File: config.mk
export PLATFORM = sky130hd
export DESIGN_NAME = adc_conversion_control
export DESIGN_NICKNAME = d
export VERILOG_FILES = /design/src/adc_clk_div.v /design/src/adc_conversion_control.v
export VERILOG_INCLUDE_DIRS = /design/src
export SDC_FILE = /design/constraint.sdc
export NUM_CORES = 1
export LEC_CHECK = 0
export BUFFER_PORTS_ARGS = -buffer_cell sky130_fd_sc_hd__buf_2
export CAP_MARGIN = 20
export CORE_AREA = 2 2 122 124
export CTS_CLUSTER_SIZE = 25
export DETAILED_ROUTE_END_ITERATION = 8
export DIE_AREA = 0 0 124 126
export PLACE_DENSITY_LB_ADDON = 0.15
export SYNTH_ARGS = -nofsm -noshare
export SYNTH_HDL_FRONTEND = slang
export SYNTH_SLANG_ARGS = --single-unit
File: constraint.sdc
create_clock -name clk -period 2.5 [get_ports clk]
set_input_delay 0.25 -clock clk [delete_from_list [all_inputs] [get_ports clk]]
set_output_delay 0.25 -clock clk [all_outputs]
set_load 0.03 [all_outputs]
File: src/adc_ctrl_consts.vh
// Purpose: constants for the converter control block
// Assumes: bus clock 200 MHz, register port with 4-bit word index
// Notes: all offsets, fields, reset values and timing counts live here
`ifndef ADC_CTRL_CONSTS_VH
`define ADC_CTRL_CONSTS_VH

// ====================================================================
// register offsets (word index on the register port)
`define OFS_SC1 4'h0
`define OFS_CFG 4'h1
`define OFS_RESH 4'h2
`define OFS_RESL 4'h3
`define OFS_PINDIS 4'h4
`define OFS_SC2 4'h5

// ====================================================================
// status/control register 1 fields
`define SC1_CH_LO 0
`define SC1_CH_HI 4
`define SC1_CONT 5
`define SC1_IEN 6
`define SC1_DONE 7
`define CH_OFF 5'h1f

// ====================================================================
// configuration register fields
`define CFG_CLK_LO 0
`define CFG_CLK_HI 1
`define CFG_MODE 2
`define CFG_LSMP 4
`define CFG_DIV_LO 5
`define CFG_DIV_HI 6

// status/control register 2 fields
`define SC2_HWT 6
`define SC2_ACT 7

// ====================================================================
// reset values
`define SC1_RST 8'h1f
`define CFG_RST 8'h00
`define SC2_RST 8'h00
`define PINDIS_RST 16'h0000

// ====================================================================
// timing: converter clocks per phase, bus cycles for wrap-up and startup
`define SAMP_SHORT 8'h03
`define SAMP_LONG 8'h17
`define BITS_8 8'h0c
`define BITS_10 8'h0f
`define FIRST_EXTRA 8'h03
`define BUS_TAIL 3'h5
// asynchronous clock startup: 5 us of 5 ns bus cycles, sized for the counter
`define STARTUP_CYC 13'd1000

`endif

File: src/adc_clk_div.v
// Purpose: converter clock enable from a selected source and divider
// Assumes: sources are synchronous single-cycle enables or levels
// Notes: produces one-cycle ticks of the divided converter clock
module adc_clk_div
(
   input wire clk,
   input wire rst,
   input wire [1:0] srcSel,
   input wire [1:0] divSel,
   input wire altTick,
   input wire asyncTick,
   output reg tick
);

reg [2:0] divCnt_ff;
reg srcTick;
reg [2:0] divMax;

// ====================================================================
// source select and divide ratio
always @*
begin
   case (srcSel)
      2'h0: srcTick = 1'b1;
      2'h1: srcTick = altTick;
      2'h2: srcTick = altTick;
      default: srcTick = asyncTick;
   endcase
   case (divSel)
      2'h0: divMax = 3'h0;
      2'h1: divMax = 3'h1;
      2'h2: divMax = 3'h3;
      default: divMax = 3'h7;
   endcase
end

// divider counter, tick on terminal count
always @(posedge clk)
begin
   if (rst)
   begin
      divCnt_ff <= 3'h0;
      tick <= 1'b0;
   end
   else
   begin
      tick <= 1'b0;
      if (srcTick)
      begin
         if (divCnt_ff >= divMax)
         begin
            divCnt_ff <= 3'h0;
            tick <= 1'b1;
         end
         else
            divCnt_ff <= divCnt_ff + 3'h1;
      end
   end
end

endmodule

File: src/adc_conversion_control.v
// Purpose: control for a successive-approximation converter
// Assumes: analog core answers one bit per converter clock via cmpBit
// Notes: register port: address, write data, strobes, read data next cycle
// ====================================================================
// What this block does
// - analog-disabled pin: output high-z, input buffer off, pullup off
// - port read returns zero for analog-disabled pins
// - hardware trigger select set: start on each trigger rising edge
// - trigger edge during a running conversion is ignored
// - continuous hardware mode: only the first edge launches the sequence
// - hardware trigger works with every mode and configuration
// - resolution field selects 10-bit or 8-bit conversion
// - software mode: write to control 1 with channel not all ones starts
// - continuous mode restarts sampling at conversion end, beside the result transfer
// - software continuous: start after control 1 write, repeat until abort
// - hardware continuous: start after trigger, repeat until abort
// - finished result loads into high and low result registers
// - short sample first conversion: 20 or 23 converter clocks plus 5 bus
// - long sample first conversion: 40 or 43 converter clocks plus 5 bus
// - asynchronous clock source adds startup up to 5 us on first conversion
// - later continuous conversions take 17/20 or 37/40 converter clocks
// - converter clock is selected source divided by chosen ratio
// - divide field selects 1, 2, 4 or 8
//
// Design decisions made here: the register offsets and the address-and-strobe port.
`include "adc_ctrl_consts.vh"

module adc_conversion_control
(
   input wire clk,
   input wire rst,
   input wire [3:0] regAddr,
   input wire [7:0] regWrData,
   input wire regWr,
   input wire regRd,
   output reg [7:0] regRdData,
   input wire hwTrigger,
   input wire altClkTick,
   input wire asyncClkTick,
   input wire cmpBit,
   output wire sampleOn,
   output wire [9:0] dacCode,
   output wire [4:0] chanSel,
   input wire [15:0] padIn,
   input wire [15:0] portOut,
   input wire [15:0] portOutEnN,
   input wire [15:0] portPullEn,
   output wire [15:0] padOutEnN,
   output wire [15:0] padPullEn,
   output wire [15:0] padInBufEn,
   output wire [15:0] portRdData,
   output wire convIrq
);

localparam ST_IDLE = 3'h0;
localparam ST_START = 3'h1;
localparam ST_SAMP = 3'h2;
localparam ST_CONV = 3'h3;
localparam ST_TAIL = 3'h4;

reg [7:0] sc1_ff;
reg [7:0] cfg_ff;
reg [7:0] sc2_ff;
reg [15:0] pinDis_ff;
reg [9:0] result_ff;
reg [2:0] state_ff;
reg [2:0] nxt_state;
reg [12:0] cnt_ff;
reg [12:0] nxt_cnt;
reg [9:0] sar_ff;
reg [9:0] nxt_sar;
reg [3:0] bitIdx_ff;
reg [3:0] nxt_bitIdx;
reg [2:0] tailCnt_ff;
reg [9:0] holdRes_ff;
reg convEnd;
reg trigPrev_ff;
reg hwArmed_ff;
reg done_ff;
reg xfer;
wire convTick;
wire trigRise;
wire swStart;
wire hwStart;
wire is10;
wire [7:0] sampLen;
wire [7:0] bitLen;

// ====================================================================
// converter clock generation
adc_clk_div u_div
(
   .clk(clk),
   .rst(rst),
   .srcSel(cfg_ff[`CFG_CLK_HI:`CFG_CLK_LO]),
   .divSel(cfg_ff[`CFG_DIV_HI:`CFG_DIV_LO]),
   .altTick(altClkTick),
   .asyncTick(asyncClkTick),
   .tick(convTick)
);

// ====================================================================
// pin control: analog-disabled pins lose their digital interface
assign padOutEnN = portOutEnN | pinDis_ff;
assign padPullEn = portPullEn & ~pinDis_ff;
assign padInBufEn = ~pinDis_ff;
assign portRdData = padIn & ~pinDis_ff;

// ====================================================================
// start sources
assign is10 = cfg_ff[`CFG_MODE];
assign sampLen = cfg_ff[`CFG_LSMP] ? `SAMP_LONG : `SAMP_SHORT;
assign bitLen = is10 ? `BITS_10 : `BITS_8;
assign trigRise = hwTrigger & ~trigPrev_ff;
// software start on a control 1 write naming a real channel
assign swStart = regWr && (regAddr == `OFS_SC1) && !sc2_ff[`SC2_HWT]
   && (regWrData[`SC1_CH_HI:`SC1_CH_LO] != `CH_OFF);
// hardware edge only when idle and armed; ignored during conversion
assign hwStart = sc2_ff[`SC2_HWT] && trigRise && hwArmed_ff
   && (state_ff == ST_IDLE) && (sc1_ff[`SC1_CH_HI:`SC1_CH_LO] != `CH_OFF);

assign sampleOn = (state_ff == ST_SAMP);
// 8-bit codes drive the top of the trial word
assign dacCode = is10 ? sar_ff : {sar_ff[7:0], 2'h0};
assign chanSel = sc1_ff[`SC1_CH_HI:`SC1_CH_LO];
assign convIrq = done_ff & sc1_ff[`SC1_IEN];

// ====================================================================
// conversion sequencer
always @*
begin
   nxt_state = state_ff;
   nxt_cnt = cnt_ff;
   nxt_sar = sar_ff;
   nxt_bitIdx = bitIdx_ff;
   convEnd = 1'b0;
   // result moves over in the last bus cycle of the wrap-up
   xfer = (tailCnt_ff == 3'h1);
   case (state_ff)
      ST_IDLE:
      begin
         nxt_cnt = 13'h0;
      end
      ST_START:
      begin
         // first conversion: startup on async source, then wait for a tick
         if (cnt_ff != 13'h0)
            nxt_cnt = cnt_ff - 13'h1;
         else if (convTick)
         begin
            // first sample is longer by the first-conversion overhead less the start tick
            nxt_state = ST_SAMP;
            nxt_cnt = {5'h0, sampLen + `FIRST_EXTRA - 8'h01};
         end
      end
      ST_SAMP:
      begin
         if (convTick)
         begin
            if (cnt_ff == 13'h0)
            begin
               nxt_state = ST_CONV;
               nxt_bitIdx = is10 ? 4'h9 : 4'h7;
               nxt_sar = is10 ? 10'h200 : 10'h080;
               nxt_cnt = {5'h0, bitLen};
            end
            else
               nxt_cnt = cnt_ff - 13'h1;
         end
      end
      ST_CONV:
      begin
         // one bit decided per converter clock, overhead clocks after
         if (convTick)
         begin
            nxt_cnt = cnt_ff - 13'h1;
            if (bitIdx_ff != 4'hf)
            begin
               if (!cmpBit)
                  nxt_sar[bitIdx_ff] = 1'b0;
               if (bitIdx_ff != 4'h0)
                  nxt_sar[bitIdx_ff - 4'h1] = 1'b1;
               nxt_bitIdx = bitIdx_ff - 4'h1;
            end
            if (cnt_ff == 13'h0)
            begin
               // wrap-up runs beside the next sample in continuous mode
               convEnd = 1'b1;
               nxt_cnt = {5'h0, sampLen};
               if (sc1_ff[`SC1_CONT])
                  nxt_state = ST_SAMP;
               else
                  nxt_state = ST_TAIL;
            end
         end
      end
      ST_TAIL:
      begin
         // single conversion stays active until the result has moved
         if (xfer)
            nxt_state = ST_IDLE;
      end
      default:
      begin
         nxt_state = ST_IDLE;
      end
   endcase
   // a fresh start (or restart) overrides everything
   if (swStart || hwStart)
   begin
      nxt_state = ST_START;
      nxt_cnt = (cfg_ff[`CFG_CLK_HI:`CFG_CLK_LO] == 2'h3) ?
         `STARTUP_CYC : 13'h0;
      nxt_sar = 10'h000;
   end
   else if (regWr && regAddr == `OFS_SC1)
      nxt_state = ST_IDLE;
end

// ====================================================================
// sequencer registers and trigger arming
always @(posedge clk)
begin
   if (rst)
   begin
      state_ff <= ST_IDLE;
      cnt_ff <= 13'h0;
      sar_ff <= 10'h000;
      bitIdx_ff <= 4'h0;
      trigPrev_ff <= 1'b0;
      hwArmed_ff <= 1'b1;
      tailCnt_ff <= 3'h0;
      holdRes_ff <= 10'h000;
   end
   else
   begin
      state_ff <= nxt_state;
      cnt_ff <= nxt_cnt;
      sar_ff <= nxt_sar;
      bitIdx_ff <= nxt_bitIdx;
      trigPrev_ff <= hwTrigger;
      // bus-clock wrap-up counter; an abort drops the pending result
      if (regWr && regAddr == `OFS_SC1)
         tailCnt_ff <= 3'h0;
      else if (convEnd)
         tailCnt_ff <= `BUS_TAIL;
      else if (tailCnt_ff != 3'h0)
         tailCnt_ff <= tailCnt_ff - 3'h1;
      if (convEnd)
         holdRes_ff <= is10 ? nxt_sar : {2'h0, nxt_sar[7:0]};
      // continuous hardware mode takes only the launching edge
      if (regWr && regAddr == `OFS_SC1)
         hwArmed_ff <= 1'b1;
      else if (hwStart && sc1_ff[`SC1_CONT])
         hwArmed_ff <= 1'b0;
   end
end

// ====================================================================
// register writes, result transfer and done flag
always @(posedge clk)
begin
   if (rst)
   begin
      sc1_ff <= `SC1_RST;
      cfg_ff <= `CFG_RST;
      sc2_ff <= `SC2_RST;
      pinDis_ff <= `PINDIS_RST;
      result_ff <= 10'h000;
      done_ff <= 1'b0;
   end
   else
   begin
      if (regWr)
      begin
         case (regAddr)
            `OFS_SC1: sc1_ff <= {1'b0, regWrData[6:0]};
            `OFS_CFG: cfg_ff <= regWrData;
            `OFS_SC2: sc2_ff <= {1'b0, regWrData[6:0]};
            `OFS_PINDIS: pinDis_ff[7:0] <= regWrData;
            `OFS_RESH: pinDis_ff[15:8] <= regWrData;
            default: ;
         endcase
      end
      // completion is set even in the cycle a control 1 write clears it
      if (regWr && regAddr == `OFS_SC1)
         done_ff <= 1'b0;
      if (regRd && regAddr == `OFS_RESL)
         done_ff <= 1'b0;
      if (xfer)
      begin
         result_ff <= holdRes_ff;
         done_ff <= 1'b1;
      end
   end
end

// ====================================================================
// read data, one cycle after the read strobe
always @(posedge clk)
begin
   if (rst)
   begin
      regRdData <= 8'h00;
   end
   else
   begin
      regRdData <= 8'h00;
      if (regRd)
      begin
         case (regAddr)
            `OFS_SC1: regRdData <= {done_ff, sc1_ff[6:0]};
            `OFS_CFG: regRdData <= cfg_ff;
            `OFS_SC2: regRdData <= {(state_ff != ST_IDLE), sc2_ff[6:0]};
            `OFS_RESH: regRdData <= {6'h00, result_ff[9:8]};
            `OFS_RESL: regRdData <= result_ff[7:0];
            `OFS_PINDIS: regRdData <= pinDis_ff[7:0];
            default: regRdData <= 8'h00;
         endcase
      end
   end
end

endmodule

==> reports/metrics.yaml, run 1 <==
pre_cts_slack_ps: 183
fin_setup_tns_ps: 0
power_density_mw_per_mm2: 574
antenna_found_initial: 0
antenna_cells: 0
worst_slack_ps: 163
initial_core_util: 0.391
slew_violations: 0
synth-async-reset-ratio: 0
grt_pass1_wl_um: 26500
finalSetupViolCount: 0
viasPerCell: 5.39
firstDrtPassIters: 5
synth_nets: 822
finalWeightedCongestion: 0.993
clk_pin_slew_ps: 80
drc: 0
startpoint_type: "register"
wire_per_inst_um: 15.9
yosysWarnings: 0
arrival_ps: 2620
synth-main-ff-cell: "dfxtp_1"
fmax_ghz: 0.428
vdd_ir_drop_max_v: 0.000314
relSlewSlack: 0.528
synth.cell_area_sq_mm: 0.00560
syn_area_per_cell_sq_um: 7.74
dieHeight_um: 126
grt_pass1_vias: 5264
status: "complete, no violations"
ys_types: 56
dieArea_sq_mm: 0.0156
cap_violations: 0
leakage_uw: 0.00285
vias: 5731
areaGrowthSynthToFinish_pct: 23.1
place_hpwl_um: 12800
grt_overflow: 0
worstSetupPathType: "reg -> reg"
drt-total-wl_um: 16900
postCtsHoldBufs: 0
synth_edf_count: 0
layout.nets: 973
synth-seq-cells: 106
path_max_fanout: 15
port-buffer-count: 156
drt_iter0_drc: 450
hold_viol: 0
utilization: 0.481
fin_skew_ps: 10.3
grt_setup_unrepaired: "false"
die_w_um: 124
period_share: 0.935
cts_tree: "done"
worst_slew_pin_slew_ps: 706
period_minus_slack_ps: 2340
clkLatencyLatePin_ps: 360
grt_max_degree: 43
rows: 44
h-tree-depth: 3
finalPower_uw: 3960
synthCells: 723
cts_buffer_depth: 2
dpl-instance-area_sq_mm: 0.00660
drive_above_1_share: 0.259
core_area_sq_mm: 0.0143
setup.worst_path.end_class: "register"
final_cell_area_sq_mm: 0.00689
cts.sinks: 106
antenna_left: 0
synth-seq-area-share: 0.379
cts-buffers-inserted: 9
root_buffer: "clkbuf_16"
hold_path.class: "in -> reg"
cp.required_ps: 2780
ioPinCount: 173
track_usage: 0.216
[final timing paths]
| kind | startpoint | end | slack, ps | cells after the start |
|---|---|---|---|---|
| max | cnt_ff[0]$_SDFFE_PP0P_ | cnt_ff[6]$_SDFFE_PP0P_ | 160 | 8 |
| min reg2reg | holdRes_ff[3]$_SDFFE_PP0P_ | result_ff[3]$_SDFFE_PP0P_ | 460 | 2 |
| min | hwTrigger | trigPrev_ff$_SDFF_PP0_ | 140 | 2 |
| max reg2reg | cnt_ff[0]$_SDFFE_PP0P_ | cnt_ff[6]$_SDFFE_PP0P_ | 160 | 8 |
[synth_stat cells, types with 3 or more instances]
| cell | number | share of area |
|---|---|---|
| nand2_1 | 111 | 0.074 |
| dfxtp_1 | 106 | 0.38 |
| a21oi_1 | 61 | 0.055 |
| nor2_1 | 60 | 0.040 |
| nand3_1 | 41 | 0.037 |
| nor2b_1 | 40 | 0.045 |
| inv_1 | 33 | 0.022 |
| o21ai_0 | 31 | 0.028 |
| clkbuf_1 | 28 | 0.019 |
| a22oi_1 | 18 | 0.024 |
| or2_2 | 18 | 0.020 |
| a31oi_1 | 16 | 0.018 |
| ha_1 | 15 | 0.034 |
| nor3_1 | 13 | 0.012 |
| nand2b_1 | 12 | 0.013 |
| mux2i_1 | 11 | 0.020 |
| a32oi_1 | 9 | 0.014 |
| and3_1 | 9 | 0.010 |
| mux2_2 | 8 | 0.016 |
| nand3b_1 | 8 | 0.011 |
| and2_1 | 5 | 0.0056 |
| buf_4 | 5 | 0.0067 |
| or3_1 | 5 | 0.0056 |
| a21o_1 | 4 | 0.0054 |
| nor4_1 | 4 | 0.0045 |
| o211ai_1 | 4 | 0.0054 |
| xnor2_1 | 4 | 0.0063 |
| a21boi_0 | 3 | 0.0040 |
| and4b_1 | 3 | 0.0054 |
| buf_2 | 3 | 0.0027 |
| nand4_1 | 3 | 0.0034 |
| nor3b_1 | 3 | 0.0040 |
[state kept, by name, summed over array words and instances (netlist names), 3 cells and up]
name,flops
pinDis_ff,16
sc2_ff,7
sar_ff,10
u_div.divCnt_ff,3
result_ff,10
state_ff,3
cnt_ff,13
sc1_ff,7
cfg_ff,8
bitIdx_ff,4
regRdData,8
holdRes_ff,10
tailCnt_ff,3
[metrics by stage]
stage	cells	hold slack (ps)
2_1_floorplan	723	371
6_report	1063	143
3_5_place_dp	1047	449
5_1_grt	1063	147
3_3_place_gp	1047	441
4_1_cts	1063	148
[cell type report]
class | count | area [sq um]
inverter | 33 | 124
tap | 184 | 230
fill | 1432 | 7420
clock buffer | 12 | 256
multi-input combinational | 546 | 3180
timing repair buffer | 178 | 946
sequential | 106 | 2120
clock inverter | 4 | 32.5
[metal layers]
| metal | part of all wire | vias up | global-route usage |
|---|---|---|---|
| met1 | 0.42 | 2642 | 0.266 |
| li1 | - | 2812 | - |
| met4 | 0.032 | 0 | 0.0998 |
| met3 | 0.068 | 35 | 0.0240 |
| met5 | 0 | - | 0 |
| met2 | 0.48 | 242 | 0.372 |
[cells by family (layout without fill, tap and decap cells)]
family          Yosys count  in the layout  share of synthesized area
mux                      19             19                     0.0358
simple gates            347            347                      0.313
fa+ha+maj                15             15                     0.0335
buf+inv                  71            227                     0.0543
compound gates          160            160                      0.177
flops                   106            106                      0.379
xor+xnor                  5              5                    0.00782
[worst max-delay path, cell delays in order, from the launching register on]
cell and delay, ps:
dfxtp_1 390, inv_1 80, ha_1 210, nor3b_1 150, and4b_1 210, a311o_1 370
and2_4 220, or4b_1 480, a31oi_1 160
[timing repair]
item / 4_1_cts / 5_1_grt
endpoints found under the hold margin: 0 / 0
setup buffers: 0 / 0
gates resized for setup: 0 / 1
endpoints found under the setup margin: 0 / 1
[power by group]
group          total (uW)  switching (uW)  internal, uW
logic                 772             485           287
registers            1790            54.2          1740
clock network        1390             654           739
[layout by cell type, fill, tap and decap left out, drive strengths merged, types with 15 or more instances in the layout]
cell / n
a21oi: 61
a22oi: 18
a31oi: 16
buf: 178
dfxtp: 106
ha: 15
inv: 35
nand2: 111
nand3: 41
nor2: 60
nor2b: 40
o21ai: 31
or2: 18
Power figures use the tool's default switching activity.
==> run 2: changes to the inputs <==
--- a/config.mk
+++ b/config.mk
@@ -6,12 +6,12 @@
 export SDC_FILE = /design/constraint.sdc
 export NUM_CORES = 1
 export LEC_CHECK = 0
-export BUFFER_PORTS_ARGS = -buffer_cell sky130_fd_sc_hd__buf_2
 export CAP_MARGIN = 20
 export CORE_AREA = 2 2 122 124
 export CTS_CLUSTER_SIZE = 25
 export DETAILED_ROUTE_END_ITERATION = 8
 export DIE_AREA = 0 0 124 126
+export DONT_BUFFER_PORTS = 1
 export PLACE_DENSITY_LB_ADDON = 0.15
 export SYNTH_ARGS = -nofsm -noshare
 export SYNTH_HDL_FRONTEND = slang
==> reports/metrics.yaml, run 2 (synthesized netlist as in run 1, its figures left out) <==
status: "complete, no violations"
areaGrowthSynthToFinish_pct: 10.1
fin_cells: 912  # -14%
wire_per_inst_um: 18.3  # +15%
firstDrtPassIters: 5  # unchanged
finalWeightedCongestion: 0.935  # -5.8%
track_usage: 0.213  # -0.00230
root_buffer: "clkbuf_16"
fillers: 1444  # +0.84%
largest_reg_flops: 16  # unchanged
pwr-share-seq: 0.470  # +0.017
max_flop_register: "pinDis_ff"
cp_num_buf_inv: 1  # unchanged
hold_path.class: "in -> reg"
antenna_left: 0  # unchanged
drt_iter0_drc: 373  # -17%
slowest_stage: "or4b_1"
grt_pass1_wl_um: 26000  # -2.0%
layout.nets: 823  # -15%
clk_pin_slew_ps: 70  # about the same
clockPowerShare: 0.357  # +0.005
drive_above_1_share: 0.103  # -0.156
dieHeight_um: 126  # unchanged
grt_max_degree: 62  # +44%
path_max_fanout: 15  # unchanged
place_inst: 895  # -15%
cp.required_ps: 2770  # about the same
power_density_mw_per_mm2: 617  # +7.6%
worst_slew_pin_slew_ps: 755  # +48.2 ps
antenna_found_initial: 0  # unchanged
reg2reg_slack_ps: 170  # about the same
relSlewSlack: 0.496  # -0.0322
fmax_ghz: 0.430  # +0.38%
cts_buffer_depth: 2  # unchanged
hold_end: "sc1_ff[1]$_SDFFE_PP1N_"
dieArea_sq_mm: 0.0156  # unchanged
place_hpwl_um: 12200  # -4.2%
hold_depth: 1  # -1
rows: 44  # unchanged
worstSetupPathType: "reg -> reg"
p_int_uw: 2690  # -2.6%
cts.sinks: 106  # unchanged
port-buffer-count: 0  # -100%
startpoint_type: "register"
top_regs: "pinDis_ff: 16 flops, cnt_ff: 13 flops"
swShare: 0.293  # -0.00885
clkLatencyLatePin_ps: 350  # about the same
initial_core_util: 0.391  # unchanged
holdWs_ps: 17.0  # -126 ps
cts_tree: "done"
utilization: 0.431  # -0.0508
fin_setup_tns_ps: 0  # unchanged
pwr-share-comb: 0.173  # -0.022
layout_common_cells: "111 x nand2_1, 106 x dfxtp_1, 61 x a21oi_1, 60 x nor2_1, 41 x nand3_1"
finalSetupViolCount: 0  # unchanged
vias: 5212  # -9.1%
vdd_ir_drop_max_v: 0.000273  # -13%
antenna_cells: 0  # unchanged
max_stage_delay_ps: 470  # about the same
hold_viol: 0  # unchanged
critPathTopFamily: "simple AND/OR/NAND/NOR gates"
leakage_uw: 0.00227  # -21%
hold_start: "rst"
final_common_cell: "nand2_1"
period_minus_slack_ps: 2330  # -8.75 ps
r2r_end: "cnt_ff[6]$_SDFFE_PP0P_"
slew_violations: 0  # unchanged
arrival_ps: 2600  # -20 ps
viasPerCell: 5.71  # +6.0%
ctsResizeCount: 0  # unchanged
ioPinCount: 173  # unchanged
cts-buffers-inserted: 9  # unchanged
h-tree-depth: 3  # unchanged
drt-total-wl_um: 16700  # -1.2%
fin_skew_ps: 8.04  # -2.31 ps
grt_pass1_vias: 4838  # -8.1%
r2r-start: "cnt_ff[0]$_SDFFE_PP0P_"
rr_worst_depth: 8  # unchanged
die_w_um: 124  # unchanged
drc: 0  # unchanged
crit_chain: "inv_1 > ha_1 > nor3b_1 > and4b_1 > a311o_1 > and2_4 > or4b_1 > a31oi_1"
grt_overflow: 0  # unchanged
grt_setup_unrepaired: "false"
setup.worst_path.end_class: "register"
core_area_sq_mm: 0.0143  # unchanged
cap_violations: 0  # unchanged
period_share: 0.931  # -0.00350
p_sw_uw: 1120  # -6.6%
## run 2: repair_timing
action / CTS / global route
buffers inserted: 0 / 0
hold buffers: 2 / 0
hold endpoints to repair: 61 / 0
## run 2: power by group through the flow
stage / Sequential (uW) / Clock (uW) / Combinational [uW]
final: 1790 / 1360 / 658
after global routing: 1790 / 1460 / 729
after CTS: 1790 / 1410 / 659
after detailed placement: 1830 / 0 / 631
after global placement: 1820 / 0 / 618
after floorplan: 1810 / 0 / 517
## run 2: how the worst max path moves through the flow
stage / startpoint / endpoint / slack [ps] / cells past startpoint
final: cnt_ff[0]$_SDFFE_PP0P_ / cnt_ff[6]$_SDFFE_PP0P_ / 170 / 8
after global routing: cnt_ff[0]$_SDFFE_PP0P_ / cnt_ff[6]$_SDFFE_PP0P_ / 20 / 8
after CTS: cnt_ff[0]$_SDFFE_PP0P_ / cnt_ff[6]$_SDFFE_PP0P_ / 160 / 8
after detailed placement: cnt_ff[0]$_SDFFE_PP0P_ / cnt_ff[6]$_SDFFE_PP0P_ / 190 / 8
after global placement: cnt_ff[0]$_SDFFE_PP0P_ / cnt_ff[6]$_SDFFE_PP0P_ / 220 / 8
after floorplan: cnt_ff[0]$_SDFFE_PP0P_ / cnt_ff[6]$_SDFFE_PP0P_ / 280 / 9
## run 2: cell type report
cell class | count | area [sq um] | share of cell area
multi-input cells | 546 | 3170 | 0.515
repair buffers | 28 | 233 | 0.0378
clock buffers | 12 | 256 | 0.0416
inverters | 33 | 124 | 0.0201
well taps | 184 | 230 | 0.0374
flip-flops and latches | 106 | 2120 | 0.344
clock inverters | 3 | 25.0 | 0.00406
## run 2: worst reg2reg max path, delay by kind of cell (launching register included)
family | cells | cell delay [ps]
simple gates | 4 | 1050
compound gates | 2 | 530
flops | 1 | 390
fa+ha+maj | 1 | 200
buf+inv | 1 | 80
## run 2: per-stage QoR
step / power (uW) / setup slack (ps) / instance area [sq um]
6_report: 3810 / 172 / 6160
4_1_cts: 3850 / 164 / 6160
2_1_floorplan: 2330 / 278 / 5600
5_1_grt: 3990 / 22.7 / 6160
3_5_place_dp: 2460 / 189 / 5840
3_3_place_gp: 2440 / 222 / 5840
## run 2: metal layers
layer,GRT usage,vias to the layer above,wire (um)
li1,-,2508,-
met1,0.268,2448,7090
met2,0.369,237,8270
met3,0.0466,19,1100
met4,0.0529,0,259
met5,0,-,0
==> run 3: changes to the inputs <==
--- a/config.mk
+++ b/config.mk
@@ -7,10 +7,10 @@
 export NUM_CORES = 1
 export LEC_CHECK = 0
 export CAP_MARGIN = 20
-export CORE_AREA = 2 2 122 124
+export CORE_AREA = 2 2 87 173
 export CTS_CLUSTER_SIZE = 25
 export DETAILED_ROUTE_END_ITERATION = 8
-export DIE_AREA = 0 0 124 126
+export DIE_AREA = 0 0 89 175
 export DONT_BUFFER_PORTS = 1
 export PLACE_DENSITY_LB_ADDON = 0.15
 export SYNTH_ARGS = -nofsm -noshare
==> reports/metrics.yaml, run 3 (synthesized netlist as in run 1, its figures left out) <==
antenna_cells: 0  # unchanged
leakage_uw: 0.00233  # +2.7%
cts-buffers-inserted: 9  # unchanged
cts.sinks: 106  # unchanged
antenna_found_initial: 0  # unchanged
cp_num_cells: 8  # unchanged
post_cts_buffers: 0  # unchanged
worstSetupPathType: "reg -> reg"
swShare: 0.306  # +0.0132
fmax_ghz: 0.420  # -2.2%
grt_overflow: 0  # unchanged
dieArea_sq_mm: 0.0156  # -0.31%
power_density_mw_per_mm2: 622  # +0.79%
initial_core_util: 0.392  # +0.00110
clkLatencyLatePin_ps: 350  # about the same
finalWeightedCongestion: 0.925  # -1.1%
h-tree-depth: 3  # unchanged
p_sw_uw: 1200  # +7.2%
drt_iter0_drc: 237  # -36%
drc: 0  # unchanged
arrival_ps: 2660  # +60 ps
cts_tree: "done"
setup.worst_path.end_class: "register"
dieHeight_um: 175  # +39%
period_share: 0.952  # +0.0208
cp.required_ps: 2780  # about the same
viasPerCell: 5.63  # -1.4%
vdd_ir_drop_max_v: 0.000332  # +21%
hold_depth: 1  # unchanged
wire_per_inst_um: 18.6  # +1.2%
antenna_left: 0  # unchanged
pwr-share-seq: 0.458  # -0.012
track_usage: 0.220  # +0.00656
p_int_uw: 2710  # +0.68%
crit_chain: "inv_1 > ha_1 > nor3b_1 > and4b_1 > a311o_1 > and2_4 > or4b_1 > a31oi_1"
die_w_um: 89  # -28%
startpoint_type: "register"
fin_skew_ps: 12.0  # +3.92 ps
rows: 62  # +41%
worst_slew_pin_slew_ps: 621  # -134 ps
clk_pin_slew_ps: 70  # about the same
ioPinCount: 173  # unchanged
max_flop_register: "pinDis_ff"
seq_area_sq_mm: 0.00212  # unchanged
grt_max_degree: 63  # +1.6%
max_stage_delay_ps: 480  # about the same
hold_start: "rst"
hold_path.class: "in -> reg"
clockPowerShare: 0.365  # +0.008
drive_above_1_share: 0.118  # +0.0145
final_cell_area_sq_mm: 0.00627  # +1.8%
fillers: 1502  # +4.0%
vias: 5251  # +0.75%
port-buffer-count: 0  # unchanged
pwr-share-comb: 0.177  # +0.004
largest_reg_flops: 16  # unchanged
crit_path_start: "cnt_ff[0]$_SDFFE_PP0P_"
root_buffer: "clkbuf_16"
grt_setup_unrepaired: "false"
top_regs: "pinDis_ff: 16 flops, cnt_ff: 13 flops"
busiest_layer: "met2"
use_met2: 0.405  # +0.0354
critPathTopFamily: "simple AND/OR/NAND/NOR gates"
grt_pass1_wl_um: 26200  # +0.93%
layout.nets: 834  # +1.3%
grt_pass1_vias: 5021  # +3.8%
final_common_cell: "nand2_1"
finalSetupViolCount: 0  # unchanged
drt-total-wl_um: 17300  # +3.5%
rr_worst_depth: 8  # unchanged
layout_common_cells: "111 x nand2_1, 106 x dfxtp_1, 61 x a21oi_1, 60 x nor2_1, 41 x nand3_1"
core_area_sq_mm: 0.0143  # -0.28%
r2r-start: "cnt_ff[0]$_SDFFE_PP0P_"
relSlewSlack: 0.585  # +0.0894
firstDrtPassIters: 5  # unchanged
fin_setup_tns_ps: 0  # unchanged
met1_usage: 0.212  # -0.0558
place_hpwl_um: 13100  # +7.5%
status: "complete, no violations"
multi_input_area_sq_mm: 0.00317  # unchanged
hold_viol: 0  # unchanged
cap_violations: 0  # unchanged
postCtsHoldBufs: 3  # +1
areaGrowthSynthToFinish_pct: 12.0
path_max_fanout: 15  # unchanged
met3_usage: 0.0378  # -0.00886
period_minus_slack_ps: 2380  # +52.1 ps
dpl-instance-area_sq_mm: 0.00593  # +1.5%
slowest_stage: "or4b_1"
slew_violations: 0  # unchanged
cp_num_buf_inv: 1  # unchanged
ctsResizeCount: 0  # unchanged
cts_buffer_depth: 2  # unchanged
[run 3: path summary, 6_finish.rpt]
kind / to / slack (ps)
min reg2reg: result_ff[3]$_SDFFE_PP0P_ / 450
max: cnt_ff[6]$_SDFFE_PP0P_ / 120
max reg2reg: cnt_ff[6]$_SDFFE_PP0P_ / 120
min: cnt_ff[7]$_SDFFE_PP0P_ / 10
[run 3: cell type report]
cell class,instances,area share
sequential,106,0.338
tap,192,0.0383
inverter,33,0.0197
multi-input combinational,546,0.506
clock inverter,6,0.00917
timing repair buffer,39,0.0507
clock buffer,10,0.0381
[run 3: per-stage QoR]
| stage | util | hold slack, ps | power, uW | cells | setup slack, ps |
|---|---|---|---|---|---|
| 4_1_cts | 0.440 | 0.891 | 3940 | 932 | 121 |
| 5_1_grt | 0.440 | 7.02 | 4080 | 932 | 39.0 |
| 6_report | 0.440 | 11.4 | 3900 | 932 | 120 |
| 3_3_place_gp | 0.415 | 332 | 2480 | 913 | 197 |
| 3_5_place_dp | 0.415 | 335 | 2500 | 913 | 141 |
| 2_1_floorplan | - | 371 | 2330 | 723 | 278 |
[run 3: per-layer routing]
metal	vias up	routed length, um
li1	2534	-
met1	2438	5920
met2	227	9180
met3	52	1050
met4	0	1150
met5	-	0
[run 3: worst reg2reg max path: stages, from the launching register on]
cell and delay (ps):
dfxtp_1 400, inv_1 80, ha_1 210, nor3b_1 150
and4b_1 230, a311o_1 380, and2_4 230, or4b_1 480
a31oi_1 160
[run 3: power groups by stage]
stage / sequential [uW] / combinational, uW / clock [uW]
2_1_floorplan: 1810 / 517 / 0
3_3_place_gp: 1820 / 656 / 0
3_5_place_dp: 1830 / 669 / 0
4_1_cts: 1790 / 697 / 1460
5_1_grt: 1800 / 767 / 1520
6_report: 1790 / 691 / 1430
